==> config.mk <==
export PLATFORM = sky130hd
export DESIGN_NAME = vpa_top
export DESIGN_NICKNAME = d
export VERILOG_FILES = /design/src/hw/vpa_pkg.sv /design/src/hw/vpa_sync.sv /design/src/hw/vpa_port.sv /design/src/hw/vpa_top.sv
export SDC_FILE = /design/constraint.sdc
export NUM_CORES = 2
export LEC_CHECK = 0
export BUFFER_PORTS_ARGS = -buffer_cell sky130_fd_sc_hd__buf_2
export CORE_ASPECT_RATIO = 0.75
export CORE_UTILIZATION = 31
export CTS_CLUSTER_SIZE = 20
export DETAILED_ROUTE_END_ITERATION = 12
export PLACE_DENSITY = 0.54
export SLEW_MARGIN = 20
export SYNTH_ARGS = -nofsm -noshare
export SYNTH_HDL_FRONTEND = slang
export SYNTH_SLANG_ARGS = --single-unit
==> constraint.sdc <==
create_clock -name clk -period 3.7 [get_ports clk]
set_clock_uncertainty 0.05 [all_clocks]
set_input_delay 0.37 -clock clk [delete_from_list [all_inputs] [get_ports clk]]
set_output_delay 0.37 -clock clk [all_outputs]
set_load 0.03 [all_outputs]
==> src/hw/vpa_pkg.sv <==
// Purpose: constants, types and address map of the virtual port alias block
// Assumes: APB slave, 32-bit data, one aligned word per register index
// Notes:   byte address of a register is four times its index
//
// Functional notes
// [RQ1] alias pin-direction access acts exactly as the mapped port's direction register
// [RQ2] alias drive-value access acts exactly as the mapped port's output value register
// [RQ3] alias input read returns mapped port pin levels where input buffer enabled
// [RQ4] flag n sets when a pin sourcing interrupt n matches its input sense
// [RQ5] writing one to a flag clears it; writing zero leaves it unchanged
// [RQ6] alias flag access is identical to the mapped port's own flag register
// [RQ7] mapping control selects which port's registers appear in each alias window
// [RQ8] software writes zero to flag bits 7:2; they read back as zero
// [RQ9] four-bit map code per window; consecutive codes select consecutive ports
// [RQ10] alias window stores nothing; accesses forward combinationally to the port
package vpa_pkg;
    localparam int NPORT = 16;
    localparam int PW    = 8;
    localparam int MAPW  = 4;
    localparam int NWIN  = 4;
    localparam int NFLAG = 2;
    localparam int AW    = 12;
    localparam int DW    = 32;
    localparam int IDXW  = 10;
    localparam int OFFW  = 3;

    // register offsets inside one port block (alias windows reach the first four)
    localparam logic [OFFW-1:0] OFF_DIR   = 3'h0;
    localparam logic [OFFW-1:0] OFF_OUT   = 3'h1;
    localparam logic [OFFW-1:0] OFF_IN    = 3'h2;
    localparam logic [OFFW-1:0] OFF_FLAGS = 3'h3;
    localparam logic [OFFW-1:0] OFF_SENSE = 3'h4;
    localparam logic [OFFW-1:0] OFF_SRC0  = 3'h5;
    localparam logic [OFFW-1:0] OFF_SRC1  = 3'h6;
    localparam logic [OFFW-1:0] OFF_IEN   = 3'h7;

    // register indices
    localparam logic [IDXW-1:0] IDX_MAP_A   = 10'h010;
    localparam logic [IDXW-1:0] IDX_MAP_B   = 10'h011;
    localparam logic [IDXW-1:0] IDX_IRQ_ST  = 10'h012;
    localparam logic [IDXW-1:0] IDX_IRQ_MSK = 10'h013;
    localparam logic [5:0]      WIN_REGION  = 6'h00;
    localparam logic [2:0]      PORT_REGION = 3'h1;
    localparam int              MAP_HI_LSB  = 4;

    // reset values
    localparam logic [PW-1:0]    RST_DIR   = 8'h00;
    localparam logic [PW-1:0]    RST_OUT   = 8'h00;
    localparam logic [PW-1:0]    RST_SRC   = 8'h00;
    localparam logic [PW-1:0]    RST_IEN   = 8'hff;
    localparam logic [PW-1:0]    RST_MAP   = 8'h00;
    localparam logic [NFLAG-1:0] RST_FLAGS = 2'h0;

    typedef enum logic [1:0] {
        SENSE_BOTH = 2'b00,
        SENSE_RISE = 2'b01,
        SENSE_FALL = 2'b10,
        SENSE_LOW  = 2'b11
    } vpa_sense_e;

    typedef enum logic [2:0] {
        K_NONE = 3'b000,
        K_PORT = 3'b001,
        K_MAPA = 3'b010,
        K_MAPB = 3'b011,
        K_IST  = 3'b100,
        K_IMSK = 3'b101
    } vpa_kind_e;

    typedef struct packed {
        logic            en;
        logic [OFFW-1:0] off;
        logic [PW-1:0]   data;
    } vpa_wr_s;

    typedef struct packed {
        logic [PW-1:0]    dir;
        logic [PW-1:0]    out;
        logic [PW-1:0]    in;
        logic [NFLAG-1:0] flags;
        vpa_sense_e       sense;
        logic [PW-1:0]    src0;
        logic [PW-1:0]    src1;
        logic [PW-1:0]    ien;
    } vpa_rd_s;

    typedef struct packed {
        vpa_kind_e       kind;
        logic [MAPW-1:0] port;
        logic [OFFW-1:0] off;
    } vpa_dec_s;

    typedef logic [NPORT-1:0][PW-1:0] vpa_pins_t;
endpackage

==> src/hw/vpa_sync.sv <==
// Purpose: two-stage synchroniser for all port pin inputs
// Assumes: pins are asynchronous to clk
// Notes:   first stage is read only by the second
`timescale 1ns/1ps
module vpa_sync (
    // clock and reset
    input  wire logic              clk,
    input  wire logic              rst_n,
    // pins
    input  wire vpa_pkg::vpa_pins_t d,
    output vpa_pkg::vpa_pins_t      q
);
    import vpa_pkg::*;

    typedef struct packed {
        vpa_pins_t s1;
        vpa_pins_t s2;
    } vpa_sync_s;

    vpa_sync_s s_q;
    vpa_sync_s s_d;

    always_comb begin
        s_d.s1 = d;
        s_d.s2 = s_q.s1;
    end

    always_ff @(posedge clk) begin
        if (!rst_n) begin
            s_q <= '0;
        end else begin
            s_q <= s_d;
        end
    end

    assign q = s_q.s2;
endmodule

==> src/hw/vpa_port.sv <==
// Purpose: one physical port: direction, drive, input, sense and interrupt flags
// Assumes: pin levels arrive already synchronised
// Notes:   flag set wins over a same-cycle clear
`timescale 1ns/1ps
module vpa_port (
    // clock and reset
    input  wire logic             clk,
    input  wire logic             rst_n,
    // register access
    input  wire vpa_pkg::vpa_wr_s wr,
    output vpa_pkg::vpa_rd_s      rd,
    // pins and events
    input  wire logic [7:0]       pin_sync,
    output logic                  flag_event
);
    import vpa_pkg::*;

    typedef struct packed {
        logic [PW-1:0]    dir;
        logic [PW-1:0]    out;
        logic [NFLAG-1:0] flags;
        vpa_sense_e       sense;
        logic [PW-1:0]    src0;
        logic [PW-1:0]    src1;
        logic [PW-1:0]    ien;
        logic [PW-1:0]    prev_in;
    } vpa_port_s;

    vpa_port_s        s_q;
    vpa_port_s        s_d;
    logic [PW-1:0]    in_now;
    logic [PW-1:0]    hit;
    logic [NFLAG-1:0] set;
    logic [NFLAG-1:0] clr;

    always_comb begin
        in_now = pin_sync & s_q.ien;
        unique case (s_q.sense)
            SENSE_BOTH: hit = in_now ^ s_q.prev_in;
            SENSE_RISE: hit = in_now & ~s_q.prev_in;
            SENSE_FALL: hit = ~in_now & s_q.prev_in;
            SENSE_LOW:  hit = ~in_now;
        endcase
        set  = {|(hit & s_q.src1), |(hit & s_q.src0)}; // RQ4
        clr  = '0;
        s_d  = s_q;
        s_d.prev_in = in_now;
        if (wr.en) begin
            unique case (wr.off)
                OFF_DIR:   s_d.dir = wr.data;
                OFF_OUT:   s_d.out = wr.data;
                OFF_IN:    ;
                OFF_FLAGS: clr = wr.data[NFLAG-1:0]; // RQ5
                OFF_SENSE: s_d.sense = vpa_sense_e'(wr.data[1:0]);
                OFF_SRC0:  s_d.src0 = wr.data;
                OFF_SRC1:  s_d.src1 = wr.data;
                OFF_IEN:   s_d.ien = wr.data;
            endcase
        end
        s_d.flags = (s_q.flags & ~clr) | set; // RQ5
    end

    always_ff @(posedge clk) begin
        if (!rst_n) begin
            s_q <= '{dir: RST_DIR, out: RST_OUT, flags: RST_FLAGS, sense: SENSE_BOTH,
                     src0: RST_SRC, src1: RST_SRC, ien: RST_IEN, prev_in: '0};
        end else begin
            s_q <= s_d;
        end
    end

    assign rd = '{dir: s_q.dir, out: s_q.out, in: in_now, flags: s_q.flags, // RQ3
                  sense: s_q.sense, src0: s_q.src0, src1: s_q.src1, ien: s_q.ien};
    assign flag_event = |set;
endmodule

==> src/hw/vpa_top.sv <==
// Purpose: APB slave exposing four alias windows onto sixteen physical ports
// Assumes: zero-wait APB, pins asynchronous to clk
// Notes:   read data is captured in the setup cycle; status clears at the access edge
`timescale 1ns/1ps
module vpa_top (
    // clock and reset
    input  wire logic                          clk,
    input  wire logic                          rst_n,
    // apb slave
    input  wire logic                          psel,
    input  wire logic                          penable,
    input  wire logic                          pwrite,
    input  wire logic [vpa_pkg::AW-1:0]        paddr,
    input  wire logic [vpa_pkg::DW-1:0]        pwdata,
    input  wire logic [3:0]                    pstrb,
    output logic [vpa_pkg::DW-1:0]             prdata,
    output logic                               pready,
    output logic                               pslverr,
    // port pins
    input  wire vpa_pkg::vpa_pins_t            pin_in,
    output vpa_pkg::vpa_pins_t                 pin_out,
    output vpa_pkg::vpa_pins_t                 pin_oe,
    // interrupt
    output logic                               irq
);
    import vpa_pkg::*;

    typedef struct packed {
        logic [PW-1:0]    map_a;
        logic [PW-1:0]    map_b;
        logic [NPORT-1:0] irq_st;
        logic [NPORT-1:0] irq_msk;
        logic [NPORT-1:0] rd_clr;
        logic [DW-1:0]    prdata;
    } vpa_top_s;

    vpa_top_s         s_q;
    vpa_top_s         s_d;
    vpa_pins_t        pin_sync;
    vpa_wr_s          wr   [NPORT];
    vpa_rd_s          rd   [NPORT];
    logic [NPORT-1:0] ev;
    vpa_dec_s         dec;
    logic [PW-1:0]    rd_val;
    logic             acc;
    logic             wr_go;

    // map code of an alias window
    function automatic logic [MAPW-1:0] map_code(input logic [PW-1:0] ma, input logic [PW-1:0] mb,
                                                 input logic [1:0] win);
        logic [PW-1:0] r;
        r = win[1] ? mb : ma;
        map_code = win[0] ? r[MAP_HI_LSB +: MAPW] : r[0 +: MAPW]; // RQ9
    endfunction

    // address decode; alias windows resolve through the map code
    function automatic vpa_dec_s decode(input logic [AW-1:0] a, input logic [PW-1:0] ma,
                                        input logic [PW-1:0] mb);
        logic [IDXW-1:0] idx;
        idx    = a[AW-1:2];
        decode = '{kind: K_NONE, port: '0, off: '0};
        if (idx[IDXW-1:4] == WIN_REGION) begin
            decode.kind = K_PORT;
            decode.port = map_code(ma, mb, idx[3:2]); // RQ7
            decode.off  = {1'b0, idx[1:0]};
        end else if (idx[IDXW-1:7] == PORT_REGION) begin
            decode.kind = K_PORT;
            decode.port = idx[6:3];
            decode.off  = idx[2:0];
        end else if (idx == IDX_MAP_A) begin
            decode.kind = K_MAPA;
        end else if (idx == IDX_MAP_B) begin
            decode.kind = K_MAPB;
        end else if (idx == IDX_IRQ_ST) begin
            decode.kind = K_IST;
        end else if (idx == IDX_IRQ_MSK) begin
            decode.kind = K_IMSK;
        end
    endfunction

    vpa_sync u_sync (
        .clk   (clk),
        .rst_n (rst_n),
        .d     (pin_in),
        .q     (pin_sync)
    );

    for (genvar p = 0; p < NPORT; p++) begin : g_port
        vpa_port u_port (
            .clk        (clk),
            .rst_n      (rst_n),
            .wr         (wr[p]),
            .rd         (rd[p]),
            .pin_sync   (pin_sync[p]),
            .flag_event (ev[p])
        );
        assign pin_out[p] = rd[p].out;
        assign pin_oe[p]  = rd[p].dir;
    end

    always_comb begin
        dec   = decode(paddr, s_q.map_a, s_q.map_b);
        acc   = psel & penable;
        wr_go = acc & pwrite & pstrb[0];
        // forward writes with no local copy
        for (int p = 0; p < NPORT; p++) begin
            wr[p].en   = wr_go && dec.kind == K_PORT && dec.port == MAPW'(p); // RQ10 RQ6
            wr[p].off  = dec.off;
            wr[p].data = pwdata[PW-1:0];
        end
        rd_val = '0;
        if (dec.kind == K_PORT) begin
            unique case (dec.off)
                OFF_DIR:   rd_val = rd[dec.port].dir; // RQ1
                OFF_OUT:   rd_val = rd[dec.port].out; // RQ2
                OFF_IN:    rd_val = rd[dec.port].in; // RQ3
                OFF_FLAGS: rd_val = {{(PW-NFLAG){1'b0}}, rd[dec.port].flags}; // RQ6 RQ8
                OFF_SENSE: rd_val = {{(PW-2){1'b0}}, rd[dec.port].sense};
                OFF_SRC0:  rd_val = rd[dec.port].src0;
                OFF_SRC1:  rd_val = rd[dec.port].src1;
                OFF_IEN:   rd_val = rd[dec.port].ien;
            endcase
        end else if (dec.kind == K_MAPA) begin
            rd_val = s_q.map_a;
        end else if (dec.kind == K_MAPB) begin
            rd_val = s_q.map_b;
        end
        s_d = s_q;
        if (psel && !penable && !pwrite) begin
            s_d.rd_clr = '0;
            if (dec.kind == K_IST) begin
                s_d.prdata = {{(DW-NPORT){1'b0}}, s_q.irq_st};
                s_d.rd_clr = s_q.irq_st;
            end else if (dec.kind == K_IMSK) begin
                s_d.prdata = {{(DW-NPORT){1'b0}}, s_q.irq_msk};
            end else begin
                s_d.prdata = {{(DW-PW){1'b0}}, rd_val};
            end
        end
        if (wr_go && dec.kind == K_MAPA) begin
            s_d.map_a = pwdata[PW-1:0];
        end
        if (wr_go && dec.kind == K_MAPB) begin
            s_d.map_b = pwdata[PW-1:0];
        end
        if (wr_go && dec.kind == K_IMSK) begin
            s_d.irq_msk = pwdata[NPORT-1:0];
        end
        // read clears only what was returned; new events win
        if (acc && !pwrite && dec.kind == K_IST) begin
            s_d.irq_st = (s_q.irq_st & ~s_q.rd_clr) | ev;
        end else begin
            s_d.irq_st = s_q.irq_st | ev;
        end
    end

    always_ff @(posedge clk) begin
        if (!rst_n) begin
            s_q <= '{map_a: RST_MAP, map_b: RST_MAP, irq_st: '0, irq_msk: '0, rd_clr: '0, prdata: '0};
        end else begin
            s_q <= s_d;
        end
    end

    assign prdata  = s_q.prdata;
    assign pready  = acc;
    assign pslverr = acc && dec.kind == K_NONE;
    assign irq     = |(s_q.irq_st & s_q.irq_msk);
endmodule

* Word-level counts from Yosys, hierarchy flattened
Cells that the tools add are included.
** Operators by class
- Reductions and logical operators :: 192
- Order comparisons :: 1
- Eq/ne operators :: 80
- Bitwise gates (word level) :: 185
- Muxes and demuxes :: 53
** Operators by type and width (number)
- 8-bit AND :: 80
- 8-bit one-hot mux with 4 select lines :: 16
- 16-bit OR reduction :: 17
- 8-bit NOT :: 32
- 8-bit OR reduction :: 32
- 52-bit binary-select mux with 4-bit select :: 1
- 2-bit AND reduction :: 96
- 8-bit XOR :: 16
- 52-bit 2-to-1 mux :: 2
- 2-bit equality test (second input constant) :: 32
- 16-bit 2-to-1 mux :: 4
- 8-bit one-hot mux with 8 select lines :: 1
- 10-bit by 5-bit equality test with 1-bit output (second input constant) :: 4
- 2-bit 2-to-1 mux :: 17
- 16-bit AND :: 2
- 2-bit AND :: 16
- 2-bit by 1-bit equality test with 1-bit output (second input constant) :: 16
- 4-bit equality test (second input constant) :: 8
- 2-bit logical NOT :: 16
- 8-bit 2-to-1 mux :: 4
- 2-bit NOT :: 16
- 16-bit bitwise OR :: 2
- 2-bit bitwise OR :: 16
- 1-bit logical AND :: 25
- 18 further kinds :: 40
** Storage, ports and cells
- Bits of input ports :: 181
- Logic and storage cells :: 677
- Flip-flop bits (word level) :: 1184

* Longest topological paths before layout
- Depth in word-level cells :: 15
- Depth in mapped cells :: 15
- Depth with buffers taken out :: 10

* By module
Synthesis repeated with hierarchy kept, for this count alone.
** Unflattened totals
- Cell total of the unflattened synthesis :: 7921
- Area total of the unflattened synthesis :: 64657.0 um^2
** By module, submodules not included
- vpa_port at g_port[12].u_port ... :: area each 3064.2 um^2, sequential area each 1041.0 um^2, times used 11, cells an instance 375
- vpa_top :: area each 9182.6 um^2, sequential area each 1601.5 um^2, times used 1, cells an instance 1363
- vpa_port at g_port[0].u_port ... :: area each 2946.6 um^2, sequential area each 1041.0 um^2, times used 3, cells an instance 382
- vpa_sync :: area each 6870.3 um^2, sequential area each 5124.9 um^2, times used 1, cells an instance 540
- vpa_port at g_port[9].u_port :: area each 3060.4 um^2, sequential area each 1041.0 um^2, times used 1, cells an instance 375
- vpa_port at g_port[8].u_port :: area each 2997.9 um^2, sequential area each 1041.0 um^2, times used 1, cells an instance 372

* Least setup slack after synthesis
Ideal clock, no wire load.
- Kind :: input -> register
- Start :: input paddr[4] in the netlist's numbering
- End :: register s_q (netlist bit prdata[3])
- Path buffers :: 3
- Cell stages on the path :: 10
- Arrival :: 2648 ps
- Library setup time :: 117 ps
- Slack :: 884 ps
- Cells stage by stage :: buf_6 mux4_2 buf_6 o2111ai_2 nand2_2 buf_2 a222oi_1 a21oi_1 or4_1 a32o_1
** On the way
- Word-level cells in the longest chain between the ends :: 13
- Elaborated cells between the ends (all ways) :: 35
** Ends and longest elaborated chain
- start: declaration :: RTL line vpa_top.sv:13 : input wire logic [vpa_pkg::AW-1:0] paddr,
- 10-bit by 5-bit equality test with 1-bit output :: RTL line vpa_top.sv:76 : end else if (idx == IDX_IRQ_MSK) begin
- 3-bit 2-to-1 mux :: RTL line vpa_top.sv:76
- 3-bit 2-to-1 mux :: RTL line vpa_top.sv:74 : end else if (idx == IDX_IRQ_ST) begin
- 3-bit 2-to-1 mux :: RTL line vpa_top.sv:72 : end else if (idx == IDX_MAP_B) begin
- 3-bit 2-to-1 mux :: RTL line vpa_top.sv:70 : end else if (idx == IDX_MAP_A) begin
- 3-bit 2-to-1 mux :: RTL line vpa_top.sv:66 : end else if (idx[IDXW-1:7] == PORT_REGION) begin
- 10-bit 2-to-1 mux (*) :: RTL line vpa_top.sv:62 : if (idx[IDXW-1:4] == WIN_REGION) begin
- 3-bit by 2-bit equality test with 1-bit output :: RTL line vpa_top.sv:125 : end else if (dec.kind == K_MAPB) begin
- 8-bit 2-to-1 mux :: RTL line vpa_top.sv:125
- 8-bit 2-to-1 mux :: RTL line vpa_top.sv:123 : end else if (dec.kind == K_MAPA) begin
- 8-bit 2-to-1 mux :: RTL line vpa_top.sv:112 : if (dec.kind == K_PORT) begin
- 16-bit 2-to-1 mux :: RTL line vpa_top.sv:134 : end else if (dec.kind == K_IMSK) begin
- 16-bit 2-to-1 mux (*) :: RTL line vpa_top.sv:131 : if (dec.kind == K_IST) begin
- end signal: assignment :: RTL line vpa_top.sv:159 : s_q <= '{map_a: RST_MAP, map_b: RST_MAP, irq_st: '0, irq_msk: '0, rd_clr: '0, prdata: '0};
- end: declaration :: RTL line vpa_top.sv:37 : vpa_top_s s_q;
Mark *: on every way between the ends. The rest lies on a longest branch, timed or not. The select of a mux whose other input is x is not followed.
A chain may end at the register's enable or synchronous reset.

* Worst setup path after layout
- Start :: register s_q[88] in the netlist's numbering
- End :: register s_q (netlist bit prdata[4])
** On the way
- Word-level cells in the longest chain between the ends :: 11
** Ends and longest elaborated chain
- 8-bit 2-to-1 mux :: RTL line vpa_top.sv:52 : r = win[1] ? mb : ma;
- 4-bit 2-to-1 mux :: RTL line vpa_top.sv:53 : map_code = win[0] ? r[MAP_HI_LSB +: MAPW] : r[0 +: MAPW];
- 10-bit 2-to-1 mux :: RTL line vpa_top.sv:62
- 4-bit NOT with 5-bit output (implied by the code)
- 52-bit binary-select mux with 4-bit select
- 52-bit 2-to-1 mux (implied by the code) (2 in series) :: RTL line vpa_top.sv:121 : OFF_IEN: rd_val = rd[dec.port].ien;
- 8-bit one-hot mux with 8 select lines :: RTL line vpa_top.sv:113 : unique case (dec.off)
- 8-bit 2-to-1 mux :: RTL line vpa_top.sv:112
- 16-bit 2-to-1 mux :: RTL line vpa_top.sv:134
- 16-bit 2-to-1 mux :: RTL line vpa_top.sv:131
No other way between the ends. The select of a mux whose other input is x is not followed.

==> reports/qor.txt <==
Status: complete, but fails checks
Failing checks: negative setup slack
FF+latch count, synth: 1168
Post-synthesis cell type count: 77
Ys flop type: dfxtp_1
Overall routing resource usage: 0.296
Max-slew violations: 0
Final Wtd Congestion: 1.03
Synth warnings: 0
Crit-path cells: mux4_2 > buf_4 > o2111a_2 > a21oi_4 > buf_4 > buf_4 > o22ai_1 > o21ai_0 > buf_4 > nand4_1 > a41oi_1
Final setup viols: 2
Wire per inst: 29.4 um
Worst hold slack: 104 ps
TNS Setup: -83.1 ps
# DRC: 0
Initial antenna violation count: 19
Die X: 509 um
Reg power frac: 0.437
Worst path slowest cell: o21ai_0
Critical path launch point type: register
Post-CTS setup buffer count: 0
RSZ-0062 raised after global routing: false
First DRT Iteration DRCs: 8428
Crit Path Category: register to register
Tcrit/Tclk final: 1.02
Clk pwr share: 0.486
Peak supply drop: 0.475 mV
CP Data Required Time: 4370 ps
Clock slew at reported path FFs: 60 ps
DIE AREA: 195000 sq um
Critical Path Sink Type: register
Pre-CTS setup slack: -159 ps
Area Overhead vs Synth: 18.7%
Net Switching: 7.73 mW
Total power: 29.4 mW
CTS Buf Count: 134
Crit-path most repeated cell: buf_4
Synth Instances: 7227
Seq/Total Area, Yosys: 0.391
Maximum clock insertion buffer count: 3
Tmin final: 3770 ps
Dpl hpwl: 220 mm
Root buffer cell: clkbuf_16
CP peak stage delay: 800 ps
Number of global-route vias before repair: 52700
Worst slew pin tran: 1220 ps
Rel. slew slack: 0.179
Post-synth EDFFs: 0
Layout cells sized above 1: 0.161
Via density: 5.71
Largest net degree at the start of global routing: 279
Total vias in the final route: 58000
Die height: 382 um
Switch share: 0.263
Core area: 191000 sq um
Max cap viols: 0
Combinational power share: 0.077
Initial core utilization: 0.312
Post-Route Utilization: 0.371
Worst Hold Class: input pin to register
Antenna Nets Post-Route: 0
# nets final: 7933
Highest Clock Rate: 265 MHz
Syn avg cell area: 8.27 sq um
CTS tree: yes
CTS H-tree depth: 4
Pwr Density: 415 nW/um^2
Count of input and output buffers: 434
GRT Residual Overflow: 0
Rows: 139
Post-synth ARST share: 0
Critical Path AT: 4450 ps
Clock sink total: 1168
R2R Setup Slk: -70 ps
Power Internal: 21.7 mW
Leak: 28.4 nW
Final Hold Viols: 0
Detailed-router iteration count before antenna repair: 9
I/O pin cnt: 472
Cell Area, Synth: 59800 sq um
WL final: 298 mm
Setup WS post-layout: -74.7 ps
Clk_lat worst skew: 820 ps
First-pass GRT wire length: 412 mm
Crit Path Max Fanout: 8
==> cells in the mapped netlist, drive strengths merged, types with 23 or more instances <==
| cell | n | area share |
|---|---|---|
| nand3 | 695 | 0.058 |
| a22oi | 201 | 0.025 |
| dfxtp | 1168 | 0.39 |
| buf | 420 | 0.048 |
| mux4 | 91 | 0.034 |
| ha | 256 | 0.054 |
| mux2i | 80 | 0.013 |
| o21a | 69 | 0.0087 |
| nand2 | 1258 | 0.079 |
| a221oi | 28 | 0.0041 |
| clkbuf | 435 | 0.027 |
| nand4 | 53 | 0.0055 |
| a211oi | 47 | 0.0059 |
| nor3 | 23 | 0.0019 |
| inv | 347 | 0.022 |
| o221ai | 49 | 0.0073 |
| a21oi | 170 | 0.014 |
| and2 | 259 | 0.027 |
| nor2 | 197 | 0.013 |
| and3 | 133 | 0.014 |
| o22ai | 242 | 0.025 |
| o21ai | 197 | 0.016 |
| a21boi | 601 | 0.076 |
==> worst max-delay path: cells and delay by family, from the launching register on <==
kind | cells | cell delay, ps
flip-flops | 1 | 350
AO/OA/AOI/OAI | 5 | 1650
buffers and inverters | 4 | 1010
multiplexers | 1 | 530
AND/OR/NAND/NOR | 1 | 90
==> flip-flops by register name, indices dropped and copies added (netlist names) <==
register           count
prdata                16
u_sync.q             128
g_port.u_port.rd     704
g_port.u_port.s_q    128
u_sync.s_d           128
s_q                   64
==> path summary, 6_finish.rpt <==
check | endpoint | startpoint | cells after the start
max | prdata[4]$_SDFFE_PN0P_ | s_q[88]$_SDFFE_PN0P_ | 11
min | g_port[0].u_port.rd[51]$_SDFFE_PN0P_ | pwdata[7] | 3
max reg2reg | prdata[4]$_SDFFE_PN0P_ | s_q[88]$_SDFFE_PN0P_ | 11
min reg2reg | u_sync.q[43]$_SDFF_PN0_ | u_sync.s_d[43]$_SDFF_PN0_ | 1
==> cell type report <==
type                    count  area [sq um]
clock inverters            67           838
clock buffers             180          3840
well taps                2538          3180
fillers                 19500        121000
repair buffers            973          7420
diodes                     10          25.0
flip-flops and latches   1168         23400
inverters                 347          1300
multi-input cells        4872         31000
==> power groups by stage <==
stage	Sequential, mW	Combinational (mW)	Clock (mW)
after floorplan	13.1	1.13	0
final	12.9	2.26	14.3
after global routing	12.9	2.35	15.0
after CTS	12.9	2.19	14.5
after global placement	13.1	2.04	0
after detailed placement	13.1	2.07	0
==> routing by layer <==
| layer | wire length [um] | up-vias | GRT usage | part of all wire |
|---|---|---|---|---|
| met5 | 127 | - | 0 | 0.00043 |
| met4 | 11400 | 20 | 0.103 | 0.038 |
| met3 | 34800 | 560 | 0.0823 | 0.12 |
| met2 | 121000 | 3432 | 0.421 | 0.41 |
| met1 | 131000 | 28500 | 0.422 | 0.44 |
| li1 | - | 25500 | - | - |
==> cell usage in the layout, fill, tap and decap left out, types with 26 or more instances in the layout <==
cell type	count
a211oi_1	47
a21boi_0	586
a21oi_1	169
a221oi_1	26
a22oi_1	200
and2_1	258
and3_1	132
buf_12	62
buf_2	423
buf_4	334
clkbuf_16	135
clkbuf_8	29
dfxtp_1	1167
dlygate4sd3_1	147
ha_1	256
inv_1	347
mux2i_1	80
mux4_2	91
nand2_1	1255
nand3_1	694
nand4_1	53
nor2_1	170
o21a_1	68
o21ai_0	182
o221ai_1	48
o22ai_1	241
==> repair_timing <==
| item | CTS | global route |
|---|---|---|
| endpoints found under the hold margin | 210 | 0 |
| setup endpoints to repair | 0 | 73 |
| hold buffers | 147 | 0 |
| resized for setup | 0 | 20 |
==> cell families (layout without fill, tap and decap cells) <==
group           after synthesis  count (layout)  share of synthesized area
simple gates               2679            2679                      0.206
compound gates             1739            1739                      0.203
buf+inv                    1202            1567                     0.0966
flops                      1168            1168                      0.391
fa+ha+maj                   256             256                     0.0536
mux                         182             182                     0.0498
other cells                   1              26                  0.0000627
==> through the flow <==
| stage | instances | instance area [sq um] |
|---|---|---|
| 2_1_floorplan | 7242 | 59800 |
| 3_3_place_gp | 9751 | 64700 |
| 3_5_place_dp | 9751 | 64700 |
| 4_1_cts | 10100 | 70900 |
| 5_1_grt | 10100 | 70900 |
| 6_report | 10200 | 71000 |
Power figures use the tool's default switching activity.
